File: src/rtl/mcf_regs.svh
// register map, field positions, reset values and cycle counts of the flow core
// Notes on behaviour
// - decrement, test, clear: one cycle, Z N V only; set-all-ones: no flags.
// - plain multiplies take two cycles, product to pair, Z and C only.
// - fractional multiplies take two cycles, product shifted left once.
// - relative jump PC+k+1 in two, pointer jump two, absolute three.
// - relative and pointer calls four, direct five; returns five.
// - compare-skip-equal skips when equal; one cycle, two or three skipping.
// - compares set Z N V C H in one cycle, result not stored.
// - register bit skips test the chosen bit clear or set.
// - I/O bit skips test the chosen bit clear or set.
// - status bit branches add k+1 when bit matches; one or two cycles.
// - equal/not-equal on Z, carry and lower/higher on C, minus/plus on N.
// - signed ge taken on N xor V zero, less-than on one.
// - half carry branches test H, same target and timing.
// - transfer branches test T, one or two cycles, no flags.
// - overflow branch taken when V is one, one or two cycles.
`ifndef MCF_REGS_SVH
`define MCF_REGS_SVH
`define MCF_IDX_CMD 3'h0
`define MCF_IDX_OPND 3'h1
`define MCF_IDX_TGT 3'h2
`define MCF_IDX_PC 3'h3
`define MCF_IDX_STATUS_FLAGS_REGISTER 3'h4
`define MCF_IDX_RES 3'h5
`define MCF_IDX_PROD 3'h6
`define MCF_IDX_LSB 2
`define MCF_IDX_MSB 4
`define MCF_FLD_RR 8
`define MCF_FLD_BIT 16
`define MCF_FLD_TWO 19
`define MCF_FLD_KMSB 11
`define MCF_FLD_TGT 16
`define MCF_F_C 0
`define MCF_F_Z 1
`define MCF_F_N 2
`define MCF_F_V 3
`define MCF_F_S 4
`define MCF_F_H 5
`define MCF_F_T 6
`define MCF_F_I 7
`define MCF_RST_PC 16'h0000
`define MCF_RST_STATUS_FLAGS_REGISTER 8'h00
`define MCF_PC_STEP 16'h0001
`define MCF_PC_SKIP1 16'h0002
`define MCF_PC_SKIP2 16'h0003
`define MCF_CYC_ALU 3'h1
`define MCF_CYC_MUL 3'h2
`define MCF_CYC_JREL 3'h2
`define MCF_CYC_JABS 3'h3
`define MCF_CYC_CREL 3'h4
`define MCF_CYC_CABS 3'h5
`define MCF_CYC_RET 3'h5
`define MCF_CYC_TAKEN 3'h2
`define MCF_CYC_SKIP1 3'h2
`define MCF_CYC_SKIP2 3'h3
`define MCF_RESP_OKAY 2'h0
`define MCF_RESP_SLVERR 2'h2
`endif

File: src/rtl/mcf_core_fix_note.sv
// intentionally empty
`timescale 1ns/10ps

File: src/rtl/mcf_pkg.sv
// operation codes and state types of the flow core
package mcf_pkg;
  typedef enum logic [5:0] {
    decrement_op = 6'h00, self_and_test_op = 6'h01, self_xor_clear_op = 6'h02,
    set_all_ones_op = 6'h03, unsigned_multiply_op = 6'h04, signed_multiply_op = 6'h05,
    mixed_sign_multiply_op = 6'h06, fractional_unsigned_multiply_op = 6'h07,
    fractional_signed_multiply_op = 6'h08, fractional_mixed_multiply_op = 6'h09,
    relative_jump_op = 6'h0A, pointer_jump_op = 6'h0B, absolute_jump_op = 6'h0C,
    relative_call_op = 6'h0D, pointer_call_op = 6'h0E, direct_call_op = 6'h0F,
    subroutine_return_op = 6'h10, interrupt_return_op = 6'h11, compare_skip_equal_op = 6'h12,
    compare_op = 6'h13, compare_with_carry_op = 6'h14, compare_immediate_op = 6'h15,
    skip_reg_bit_clear_op = 6'h16, skip_reg_bit_set_op = 6'h17, skip_io_bit_clear_op = 6'h18,
    skip_io_bit_set_op = 6'h19, branch_status_bit_set_op = 6'h1A,
    branch_status_bit_clear_op = 6'h1B, branch_equal_op = 6'h1C, branch_not_equal_op = 6'h1D,
    branch_carry_set_op = 6'h1E, branch_carry_clear_op = 6'h1F, branch_same_higher_op = 6'h20,
    branch_lower_op = 6'h21, branch_minus_op = 6'h22, branch_plus_op = 6'h23,
    branch_signed_ge_op = 6'h24, branch_signed_lt_op = 6'h25, branch_half_carry_set_op = 6'h26,
    branch_half_carry_clear_op = 6'h27, branch_transfer_set_op = 6'h28,
    branch_transfer_clear_op = 6'h29, branch_overflow_set_op = 6'h2A
  } mcf_op_type;
  typedef enum logic [0:0] {ST_IDLE = 1'b0, ST_EXEC = 1'b1} mcf_state_type;
endpackage

File: src/rtl/mcf_core.sv
// flow, compare and multiply execution core behind an AXI4-Lite register port
`timescale 1ns/10ps
`include "mcf_regs.svh"
module mcf_core #(
  parameter int ADDR_W = 8 // register address width, at least 6
) (
  input wire logic I_REF_CLK, // core clock
  input wire logic I_RST, // async reset, high
  input wire logic I_AXI_AWVALID, // write address valid
  output logic O_AXI_AWREADY, // write address ready
  input wire logic [ADDR_W-1:0] I_AXI_AWADDR, // write address
  input wire logic I_AXI_WVALID, // write data valid
  output logic O_AXI_WREADY, // write data ready
  input wire logic [31:0] I_AXI_WDATA, // write data
  input wire logic [3:0] I_AXI_WSTRB, // byte strobes
  output logic O_AXI_BVALID, // write response valid
  input wire logic I_AXI_BREADY, // write response ready
  output logic [1:0] O_AXI_BRESP, // write response
  input wire logic I_AXI_ARVALID, // read address valid
  output logic O_AXI_ARREADY, // read address ready
  input wire logic [ADDR_W-1:0] I_AXI_ARADDR, // read address
  output logic O_AXI_RVALID, // read data valid
  input wire logic I_AXI_RREADY, // read data ready
  output logic [31:0] O_AXI_RDATA, // read data
  output logic [1:0] O_AXI_RRESP, // read response
  output logic O_BUSY // operation in progress
);
  import mcf_pkg::*;

  logic aw_q, aw_d, w_q, w_d, bv_q, bv_d, rv_q, rv_d;
  logic [ADDR_W-1:0] awa_q, awa_d;
  logic [31:0] wd_q, wd_d, rdat_q, rdat_d, wm;
  logic [3:0] ws_q, ws_d, wsel, rsel;
  logic [1:0] br_q, br_d, rrs_q, rrs_d;
  logic wr_go, wr_ok, start, cond, frac;
  logic tk_q, tk_d; // taken or skipped flag of the last operation
  mcf_state_type st_q, st_d;
  mcf_op_type op_q, op_d, op_in;
  logic [2:0] cnt_q, cnt_d;
  logic [19:0] opnd_q, opnd_d;
  logic [31:0] tgt_q, tgt_d;
  logic [15:0] pc_q, pc_d, prod_q, prod_d, ret_q, ret_d, rel, skp, tgt, mprod;
  logic [7:0] status_flags_register_q, status_flags_register_d, res_q, res_d, rd, rr, dif;
  logic [2:0] bsel;
  logic signed [8:0] ma, mb;
  logic signed [17:0] mfull;

  // register index with a hit flag in the top bit
  function automatic logic [3:0] decode(input logic [ADDR_W-1:0] a);
    decode = {1'b0, a[`MCF_IDX_MSB:`MCF_IDX_LSB]};
    if (a[ADDR_W-1:`MCF_IDX_MSB+1] == '0 && a[`MCF_IDX_LSB-1:0] == '0 && decode[2:0] <= `MCF_IDX_PROD) begin
      decode[3] = 1'b1;
    end
  endfunction

  // byte lane merge under the write strobes
  function automatic logic [31:0] merge(input logic [31:0] old, input logic [31:0] nw, input logic [3:0] st);
    for (int i = 0; i < 4; i++) begin
      merge[8*i +: 8] = st[i] ? nw[8*i +: 8] : old[8*i +: 8];
    end
  endfunction

  // zero, negative and overflow flags of a logic result; sign is left alone so only listed flags move
  function automatic logic [7:0] lflags(input logic [7:0] s, input logic [7:0] r, input logic v);
    lflags = s;
    lflags[`MCF_F_Z] = (r == 8'h00);
    lflags[`MCF_F_N] = r[7];
    lflags[`MCF_F_V] = v;
  endfunction

  assign wsel = decode(awa_q);
  assign rsel = decode(I_AXI_ARADDR);
  assign O_AXI_AWREADY = !aw_q;
  assign O_AXI_WREADY = !w_q;
  assign O_AXI_BVALID = bv_q;
  assign O_AXI_BRESP = br_q;
  assign O_AXI_ARREADY = !rv_q;
  assign O_AXI_RVALID = rv_q;
  assign O_AXI_RDATA = rdat_q;
  assign O_AXI_RRESP = rrs_q;
  assign O_BUSY = (st_q == ST_EXEC);

  // bus handshakes: address and data are caught apart, the response follows both
  always_comb begin
    aw_d = aw_q;
    awa_d = awa_q;
    w_d = w_q;
    wd_d = wd_q;
    ws_d = ws_q;
    bv_d = bv_q;
    br_d = br_q;
    rv_d = rv_q;
    rdat_d = rdat_q;
    rrs_d = rrs_q;
    // result and product are read only; a command during a busy period is refused
    wr_ok = wsel[3] && wsel[2:0] < `MCF_IDX_RES && !(wsel[2:0] == `MCF_IDX_CMD && O_BUSY);
    wr_go = aw_q && w_q && !bv_q;
    if (I_AXI_AWVALID && !aw_q) begin
      aw_d = 1'b1;
      awa_d = I_AXI_AWADDR;
    end
    if (I_AXI_WVALID && !w_q) begin
      w_d = 1'b1;
      wd_d = I_AXI_WDATA;
      ws_d = I_AXI_WSTRB;
    end
    if (bv_q && I_AXI_BREADY) begin
      bv_d = 1'b0;
    end
    if (wr_go) begin
      aw_d = 1'b0;
      w_d = 1'b0;
      bv_d = 1'b1;
      br_d = wr_ok ? `MCF_RESP_OKAY : `MCF_RESP_SLVERR;
    end
    if (rv_q && I_AXI_RREADY) begin
      rv_d = 1'b0;
    end
    if (I_AXI_ARVALID && !rv_q) begin
      rv_d = 1'b1;
      rrs_d = rsel[3] ? `MCF_RESP_OKAY : `MCF_RESP_SLVERR;
      case (rsel[2:0])
        `MCF_IDX_CMD: rdat_d = {26'h000_0000, op_q};
        `MCF_IDX_OPND: rdat_d = {12'h000, opnd_q};
        `MCF_IDX_TGT: rdat_d = tgt_q;
        `MCF_IDX_PC: rdat_d = {16'h0000, pc_q};
        `MCF_IDX_STATUS_FLAGS_REGISTER: rdat_d = {24'h00_0000, status_flags_register_q};
        `MCF_IDX_RES: rdat_d = {ret_q, 6'h00, tk_q, O_BUSY, res_q};
        `MCF_IDX_PROD: rdat_d = {16'h0000, prod_q};
        default: rdat_d = 32'h0000_0000;
      endcase
      if (!rsel[3]) begin
        rdat_d = 32'h0000_0000;
      end
    end
  end

  // bus handshake registers
  always_ff @(posedge I_REF_CLK or posedge I_RST) begin
    if (I_RST) begin
      aw_q <= 1'b0;
      awa_q <= '0;
      w_q <= 1'b0;
      wd_q <= 32'h0000_0000;
      ws_q <= 4'h0;
      bv_q <= 1'b0;
      br_q <= `MCF_RESP_OKAY;
      rv_q <= 1'b0;
      rdat_q <= 32'h0000_0000;
      rrs_q <= `MCF_RESP_OKAY;
    end else begin
      aw_q <= aw_d;
      awa_q <= awa_d;
      w_q <= w_d;
      wd_q <= wd_d;
      ws_q <= ws_d;
      bv_q <= bv_d;
      br_q <= br_d;
      rv_q <= rv_d;
      rdat_q <= rdat_d;
      rrs_q <= rrs_d;
    end
  end

  // operand fields and shared datapath terms
  assign start = wr_go && wr_ok && wsel[2:0] == `MCF_IDX_CMD && ws_q[0];
  assign op_in = mcf_op_type'(wd_q[5:0]);
  assign rd = opnd_q[7:0];
  assign rr = opnd_q[`MCF_FLD_RR +: 8];
  assign bsel = opnd_q[`MCF_FLD_BIT +: 3];
  assign tgt = tgt_q[`MCF_FLD_TGT +: 16];
  assign rel = pc_q + {{4{tgt_q[`MCF_FLD_KMSB]}}, tgt_q[`MCF_FLD_KMSB:0]} + `MCF_PC_STEP;
  assign skp = pc_q + (opnd_q[`MCF_FLD_TWO] ? `MCF_PC_SKIP2 : `MCF_PC_SKIP1);
  assign dif = rd - rr - {7'h00, op_in == compare_with_carry_op && status_flags_register_q[`MCF_F_C]};

  // one 9x9 signed multiplier serves all six variants by sign-extending per operand
  assign ma = {op_in inside {signed_multiply_op, mixed_sign_multiply_op, fractional_signed_multiply_op,
    fractional_mixed_multiply_op} && rd[7], rd};
  assign mb = {op_in inside {signed_multiply_op, fractional_signed_multiply_op} && rr[7], rr};
  assign mfull = ma * mb;
  assign frac = op_in inside {fractional_unsigned_multiply_op, fractional_signed_multiply_op,
    fractional_mixed_multiply_op};
  assign mprod = frac ? {mfull[14:0], 1'b0} : mfull[15:0];

  // skip and branch conditions; the I/O bit is sampled by software into the source field
  always_comb begin
    case (op_in)
      compare_skip_equal_op: cond = (rd == rr);
      skip_reg_bit_clear_op, skip_io_bit_clear_op: cond = !rr[bsel];
      skip_reg_bit_set_op, skip_io_bit_set_op: cond = rr[bsel];
      branch_status_bit_set_op: cond = status_flags_register_q[bsel];
      branch_status_bit_clear_op: cond = !status_flags_register_q[bsel];
      branch_equal_op: cond = status_flags_register_q[`MCF_F_Z];
      branch_not_equal_op: cond = !status_flags_register_q[`MCF_F_Z];
      branch_carry_set_op, branch_lower_op: cond = status_flags_register_q[`MCF_F_C];
      branch_carry_clear_op, branch_same_higher_op: cond = !status_flags_register_q[`MCF_F_C];
      branch_minus_op: cond = status_flags_register_q[`MCF_F_N];
      branch_plus_op: cond = !status_flags_register_q[`MCF_F_N];
      branch_signed_ge_op: cond = !(status_flags_register_q[`MCF_F_N] ^ status_flags_register_q[`MCF_F_V]);
      branch_signed_lt_op: cond = status_flags_register_q[`MCF_F_N] ^ status_flags_register_q[`MCF_F_V];
      branch_half_carry_set_op: cond = status_flags_register_q[`MCF_F_H];
      branch_half_carry_clear_op: cond = !status_flags_register_q[`MCF_F_H];
      branch_transfer_set_op: cond = status_flags_register_q[`MCF_F_T];
      branch_transfer_clear_op: cond = !status_flags_register_q[`MCF_F_T];
      branch_overflow_set_op: cond = status_flags_register_q[`MCF_F_V];
      default: cond = 1'b0;
    endcase
  end

  // register writes and execution; results commit at the start edge, busy covers the cycle count
  always_comb begin
    st_d = st_q;
    op_d = op_q;
    cnt_d = cnt_q;
    opnd_d = opnd_q;
    tgt_d = tgt_q;
    pc_d = pc_q;
    status_flags_register_d = status_flags_register_q;
    res_d = res_q;
    prod_d = prod_q;
    ret_d = ret_q;
    tk_d = tk_q;
    wm = 32'h0000_0000;
    if (wr_go && wr_ok) begin
      case (wsel[2:0])
        `MCF_IDX_OPND: begin
          wm = merge({12'h000, opnd_q}, wd_q, ws_q);
          opnd_d = wm[19:0];
        end
        `MCF_IDX_TGT: tgt_d = merge(tgt_q, wd_q, ws_q);
        `MCF_IDX_PC: begin
          wm = merge({16'h0000, pc_q}, wd_q, ws_q);
          pc_d = wm[15:0];
        end
        `MCF_IDX_STATUS_FLAGS_REGISTER: begin
          wm = merge({24'h00_0000, status_flags_register_q}, wd_q, ws_q);
          status_flags_register_d = wm[7:0];
        end
        default: ;
      endcase
    end
    case (st_q)
      ST_IDLE: begin
        if (start) begin
          st_d = ST_EXEC;
          op_d = op_in;
          pc_d = pc_q + `MCF_PC_STEP;
          tk_d = 1'b0;
          cnt_d = `MCF_CYC_ALU;
          // flow and skip cases touch no arithmetic flag
          case (op_in)
            decrement_op: begin
              res_d = rd - 8'h01;
              status_flags_register_d = lflags(status_flags_register_q, rd - 8'h01, rd == 8'h80);
            end
            self_and_test_op: status_flags_register_d = lflags(status_flags_register_q, rd, 1'b0);
            self_xor_clear_op: begin
              res_d = 8'h00;
              status_flags_register_d = lflags(status_flags_register_q, 8'h00, 1'b0);
            end
            set_all_ones_op: res_d = 8'hFF;
            unsigned_multiply_op, signed_multiply_op, mixed_sign_multiply_op,
            fractional_unsigned_multiply_op, fractional_signed_multiply_op, fractional_mixed_multiply_op: begin
              cnt_d = `MCF_CYC_MUL;
              prod_d = mprod;
              status_flags_register_d[`MCF_F_C] = mfull[15];
              status_flags_register_d[`MCF_F_Z] = (mprod == 16'h0000);
            end
            relative_jump_op: begin
              pc_d = rel;
              cnt_d = `MCF_CYC_JREL;
            end
            pointer_jump_op, absolute_jump_op: begin
              pc_d = tgt;
              cnt_d = (op_in == pointer_jump_op) ? `MCF_CYC_JREL : `MCF_CYC_JABS;
            end
            relative_call_op, pointer_call_op, direct_call_op: begin
              // return address skips the second word of a direct call
              ret_d = pc_q + ((op_in == direct_call_op) ? `MCF_PC_SKIP1 : `MCF_PC_STEP);
              pc_d = (op_in == relative_call_op) ? rel : tgt;
              cnt_d = (op_in == direct_call_op) ? `MCF_CYC_CABS : `MCF_CYC_CREL;
            end
            subroutine_return_op, interrupt_return_op: begin
              pc_d = tgt;
              cnt_d = `MCF_CYC_RET;
              if (op_in == interrupt_return_op) begin
                status_flags_register_d[`MCF_F_I] = 1'b1;
              end
            end
            compare_op, compare_with_carry_op, compare_immediate_op: begin
              status_flags_register_d = lflags(status_flags_register_q, dif, (rd[7] & !rr[7] & !dif[7]) | (!rd[7] & rr[7] & dif[7]));
              status_flags_register_d[`MCF_F_C] = (!rd[7] & rr[7]) | (rr[7] & dif[7]) | (dif[7] & !rd[7]);
              status_flags_register_d[`MCF_F_H] = (!rd[3] & rr[3]) | (rr[3] & dif[3]) | (dif[3] & !rd[3]);
              if (op_in == compare_with_carry_op) begin
                status_flags_register_d[`MCF_F_Z] = (dif == 8'h00) && status_flags_register_q[`MCF_F_Z];
              end
            end
            compare_skip_equal_op, skip_reg_bit_clear_op, skip_reg_bit_set_op,
            skip_io_bit_clear_op, skip_io_bit_set_op: begin
              if (cond) begin
                pc_d = skp;
                tk_d = 1'b1;
                cnt_d = opnd_q[`MCF_FLD_TWO] ? `MCF_CYC_SKIP2 : `MCF_CYC_SKIP1;
              end
            end
            default: begin
              // branches are the top codes; unused codes never satisfy the condition
              if (op_in >= branch_status_bit_set_op && cond) begin
                pc_d = rel;
                tk_d = 1'b1;
                cnt_d = `MCF_CYC_TAKEN;
              end
            end
          endcase
        end
      end
      ST_EXEC: begin
        cnt_d = cnt_q - 3'h1;
        if (cnt_q == `MCF_CYC_ALU) begin
          st_d = ST_IDLE;
        end
      end
      default: st_d = ST_IDLE;
    endcase
  end

  always_ff @(posedge I_REF_CLK or posedge I_RST) begin
    if (I_RST) begin
      st_q <= ST_IDLE;
      op_q <= decrement_op;
      cnt_q <= 3'h0;
      opnd_q <= 20'h0_0000;
      tgt_q <= 32'h0000_0000;
      pc_q <= `MCF_RST_PC;
      status_flags_register_q <= `MCF_RST_STATUS_FLAGS_REGISTER;
      res_q <= 8'h00;
      prod_q <= 16'h0000;
      ret_q <= 16'h0000;
      tk_q <= 1'b0;
    end else begin
      st_q <= st_d;
      op_q <= op_d;
      cnt_q <= cnt_d;
      opnd_q <= opnd_d;
      tgt_q <= tgt_d;
      pc_q <= pc_d;
      status_flags_register_q <= status_flags_register_d;
      res_q <= res_d;
      prod_q <= prod_d;
      ret_q <= ret_d;
      tk_q <= tk_d;
    end
  end
endmodule

File: config.mk
export PLATFORM = sky130hd
export DESIGN_NAME = mcf_core
export DESIGN_NICKNAME = d
export VERILOG_FILES = /design/src/rtl/mcf_core_fix_note.sv /design/src/rtl/mcf_pkg.sv /design/src/rtl/mcf_core.sv
export VERILOG_INCLUDE_DIRS = /design/src /design/src/rtl
export SDC_FILE = /design/constraint.sdc
export NUM_CORES = 1
export LEC_CHECK = 0
export BUFFER_PORTS_ARGS = -buffer_cell sky130_fd_sc_hd__clkbuf_2
export CAP_MARGIN = 40
export CORE_UTILIZATION = 56
export DETAILED_ROUTE_END_ITERATION = 16
export HOLD_SLACK_MARGIN = 0.08
export PLACE_DENSITY = 0.78
export RECOVER_POWER = 50
export SYNTH_ARGS = -nofsm -noshare
export SYNTH_HDL_FRONTEND = slang
export SYNTH_SLANG_ARGS = --single-unit
File: constraint.sdc
create_clock -name I_REF_CLK -period 6.1 [get_ports I_REF_CLK]
set_input_delay 0.305 -clock I_REF_CLK [delete_from_list [all_inputs] [get_ports I_REF_CLK]]
set_output_delay 0.305 -clock I_REF_CLK [all_outputs]
set_load 0.005 [all_outputs]
==> impl_metrics.ini <==
[setup_path]
rr_startpoint = wd_q[2]$_DFFE_PP0P_
worstPathArrival_ps = 6260
rr_worst_depth = 22
endpoint_kind = flop
r2r_slack_ps = 240
r2r_end = prod_q[15]$_DFFE_PP0P_
worstPathMaxFanout = 8
crit_path_start_kind = flop
worstPathRequired_ps = 6500
crit_type = flop to flop

[synth]
syn_area_per_cell_sq_um = 9.28
syn_area_sq_mm = 0.0160
synth_cell_type_count = 79
synth_seq_cells = 209
synth_cells = 1719
async_flop_share_pct = 100
synth_seq_area_share_pct = 32.8
synth_edf_count = 0
synth_flop_cell = dfrtp_1
yosys_warnings = 0

[grt]
gr-total-overflow = 0
grt_pass1_vias = 13522
grtUsageTotal_pct = 34.6
antenna_found_initial = 0
grt_pass1_wl_um = 76900
grt_max_degree = 71

[drt]
via_count = 14041
post_drt_wl_per_cell_um = 22.2
first_pass_iters = 7
drc = 0
antenna_left = 0
drt-total-wl_um = 49700
viasPerCell = 6.28
drtIter0Drc = 1500

[sta]
slew_viol_final = 203
fin_worst_skew_ps = 13.6
setup_slack_ps = 243
period_needed_ps = 5860
max_freq_ghz = 0.171
worst_pin_slew_ps = 2970
hold_viol = 0
period_share_pct = 96.0
relSlewSlack_pct = -98.7
finalSetupViolCount = 0

[placed_design]
port_buffers = 98
placed_area_sq_mm = 0.0170
dpl_worst_slack_ps = 157
dpl.hpwl_um = 36100
gp_congestion = 1.00

[finish]
drive_gt1_share_pct = 16.3
final_nets = 2049
antenna_cells = 0
areaGrowthSynthToFinish_pct = 14.1
final_common_cell = dfrtp_1
final_area_sq_mm = 0.0182
final_cell_mix = dfrtp_1 (209), nand2_1 (162), nor2_1 (135), inv_1 (127), o21ai_0 (122)
fin_util_pct = 65.1

[power_and_ir_drop]
peakVddDrop_uv = 319
p_leak_uw = 0.00838
power.density_mw_per_mm2 = 338

[clock_network]
cts.path.max_buffers = 3
htree_levels = 1
clock-sinks = 209
ctsRootBufferMaster = clkbuf_16
insertion_delay_ps = 520
cts_buffers = 24
clkTransAtPathRegs_ps = 60
cts_tree = yes

[floorplanning]
io_pins = 101
rows = 61
dieArea_sq_mm = 0.0292
start_util_pct = 57.1
die_w_um = 171
die_h_um = 171
core_area_sq_mm = 0.0279

[min_path]
min_from = I_AXI_WDATA[3]
holdPathEnd = wd_q[3]$_DFFE_PP0P_
holdPathStages = 2
min_path_type = input pin to flop

[run_status]
status = finished with violations
violations = capacitance limit, slew limit

[job]
maxCapViolCount = 3
worst max-delay path, cell delays in order, from the launching register on:
cell      delay [ps]
dfrtp_1          460
nand3b_1         210
a21oi_1           90
o211a_1          240
nand2_2          130
inv_1             70
fa_1             470
inv_1             50
fa_1             500
inv_1             50
fa_1             470
inv_1             50
fa_1             490
fa_1             520
inv_1             50
ha_1             350
a21oi_2          190
o21ai_0          150
o41ai_2          400
o21ai_0          180
xnor2_1          170
and2_1           180
o31a_1           270
synthesized netlist by cell type, types with 4 or more instances:
cell type	count	area, sq um
nand4_1	18	113
and3_1	12	75.1
and4_1	6	52.6
a21o_1	11	82.6
xnor2_1	54	473
nor4_1	8	50.1
o211ai_1	8	60.1
o31a_1	5	43.8
dfrtp_1	209	5230
a211oi_1	10	75.1
mux2_2	107	1200
nor3_1	29	145
xor2_1	26	228
o21bai_1	4	30.0
inv_1	128	480
nand2b_1	15	93.8
nand3b_1	7	52.6
fa_1	67	1340
a21oi_1	70	350
o31ai_1	10	75.1
buf_1	8	30.0
o311ai_0	4	35.0
and2_1	42	263
a31oi_1	10	62.6
clkbuf_1	87	327
nor4b_1	5	43.8
o21a_1	23	173
nor2_1	136	510
clkinv_1	4	15.0
mux4_2	7	158
mux2i_1	40	400
ha_1	80	1000
a221oi_1	16	140
or4_1	4	30.0
a221o_1	7	70.1
or2_2	9	56.3
o21ai_0	122	611
nor2b_1	23	144
nand2_1	163	612
or3_1	6	37.5
a22oi_1	30	225
nand3_1	24	120
how the worst max path moves through the flow:
stage / from / endpoint / slack, ps / depth (start not counted)
2_1_floorplan: wd_q[1]$_DFFE_PP0P_ / prod_q[15]$_DFFE_PP0P_ / 80 / 21
3_3_place_gp: wd_q[3]$_DFFE_PP0P_ / prod_q[15]$_DFFE_PP0P_ / 300 / 23
3_5_place_dp: wd_q[2]$_DFFE_PP0P_ / prod_q[15]$_DFFE_PP0P_ / 160 / 22
4_1_cts: wd_q[2]$_DFFE_PP0P_ / prod_q[15]$_DFFE_PP0P_ / 160 / 22
5_1_grt: wd_q[2]$_DFFE_PP0P_ / prod_q[15]$_DFFE_PP0P_ / -110 / 22
6_report: wd_q[2]$_DFFE_PP0P_ / prod_q[15]$_DFFE_PP0P_ / 240 / 22
state kept, by name, summed over array words and instances (netlist names), 8 cells and up:
| name | count |
|---|---|
| tgt_q | 32 |
| prod_q | 16 |
| wd_q | 32 |
| opnd_q | 20 |
| ret_q | 16 |
| awa_q | 8 |
| res_q | 8 |
| O_AXI_RDATA | 32 |
| status_flags_register_q | 8 |
| pc_q | 16 |
layout make-up:
class                      instances  area [sq um]
clock inverter                     8          97.6
multi-input combinational       1278          9870
clock buffer                      32           682
sequential                       209          5230
fill                            2295          9740
tap                              378           473
timing repair buffer             198          1350
inverter                         132           497
logic make-up (layout without fill, tap and decap cells):
logic type	Yosys count	after routing	synth area share, %
and+or+nand+nor	525	525	16.2
buffers and inverters	233	370	5.62
adders and majority gates	147	147	14.7
AOI/OAI and AO/OA	368	368	14.9
other	1	2	0.0235
xor gates and xnor gates	80	80	4.39
muxes	156	156	11.4
DFF	209	209	32.8
metal layers:
metal / routed length [um] / share of wire, % / GRT usage [%]
met3: 5770 / 12 / 9.02
met5: 0 / 0 / 0
met4: 1570 / 3.2 / 10.7
met2: 21800 / 44 / 52.4
met1: 20500 / 41 / 48.3
where the power goes:
group	internal [uW]	switching, uW	total, uW
Clock	864	581	1440
Sequential	1660	494	2160
Combinational	1040	1510	2550
through the flow:
stage | TNS (ps) | std cells | hold slack, ps | total power, uW
floorplan | 0 | 1720 | 401 | 3700
global placement | 0 | 2139 | 453 | 4470
detailed placement | 0 | 2145 | 372 | 4570
CTS | 0 | 2233 | 82.5 | 6030
global route | -111 | 2235 | 89.9 | 6420
finish | 0 | 2235 | 83.4 | 6160
repair_timing:
action,CTS,global route
resized for setup,0,4
hold buffers,48,0
hold endpoints to repair,111,0
buffers inserted,0,2
endpoints found under the setup margin,0,4
Power figures use the tool's default switching activity.
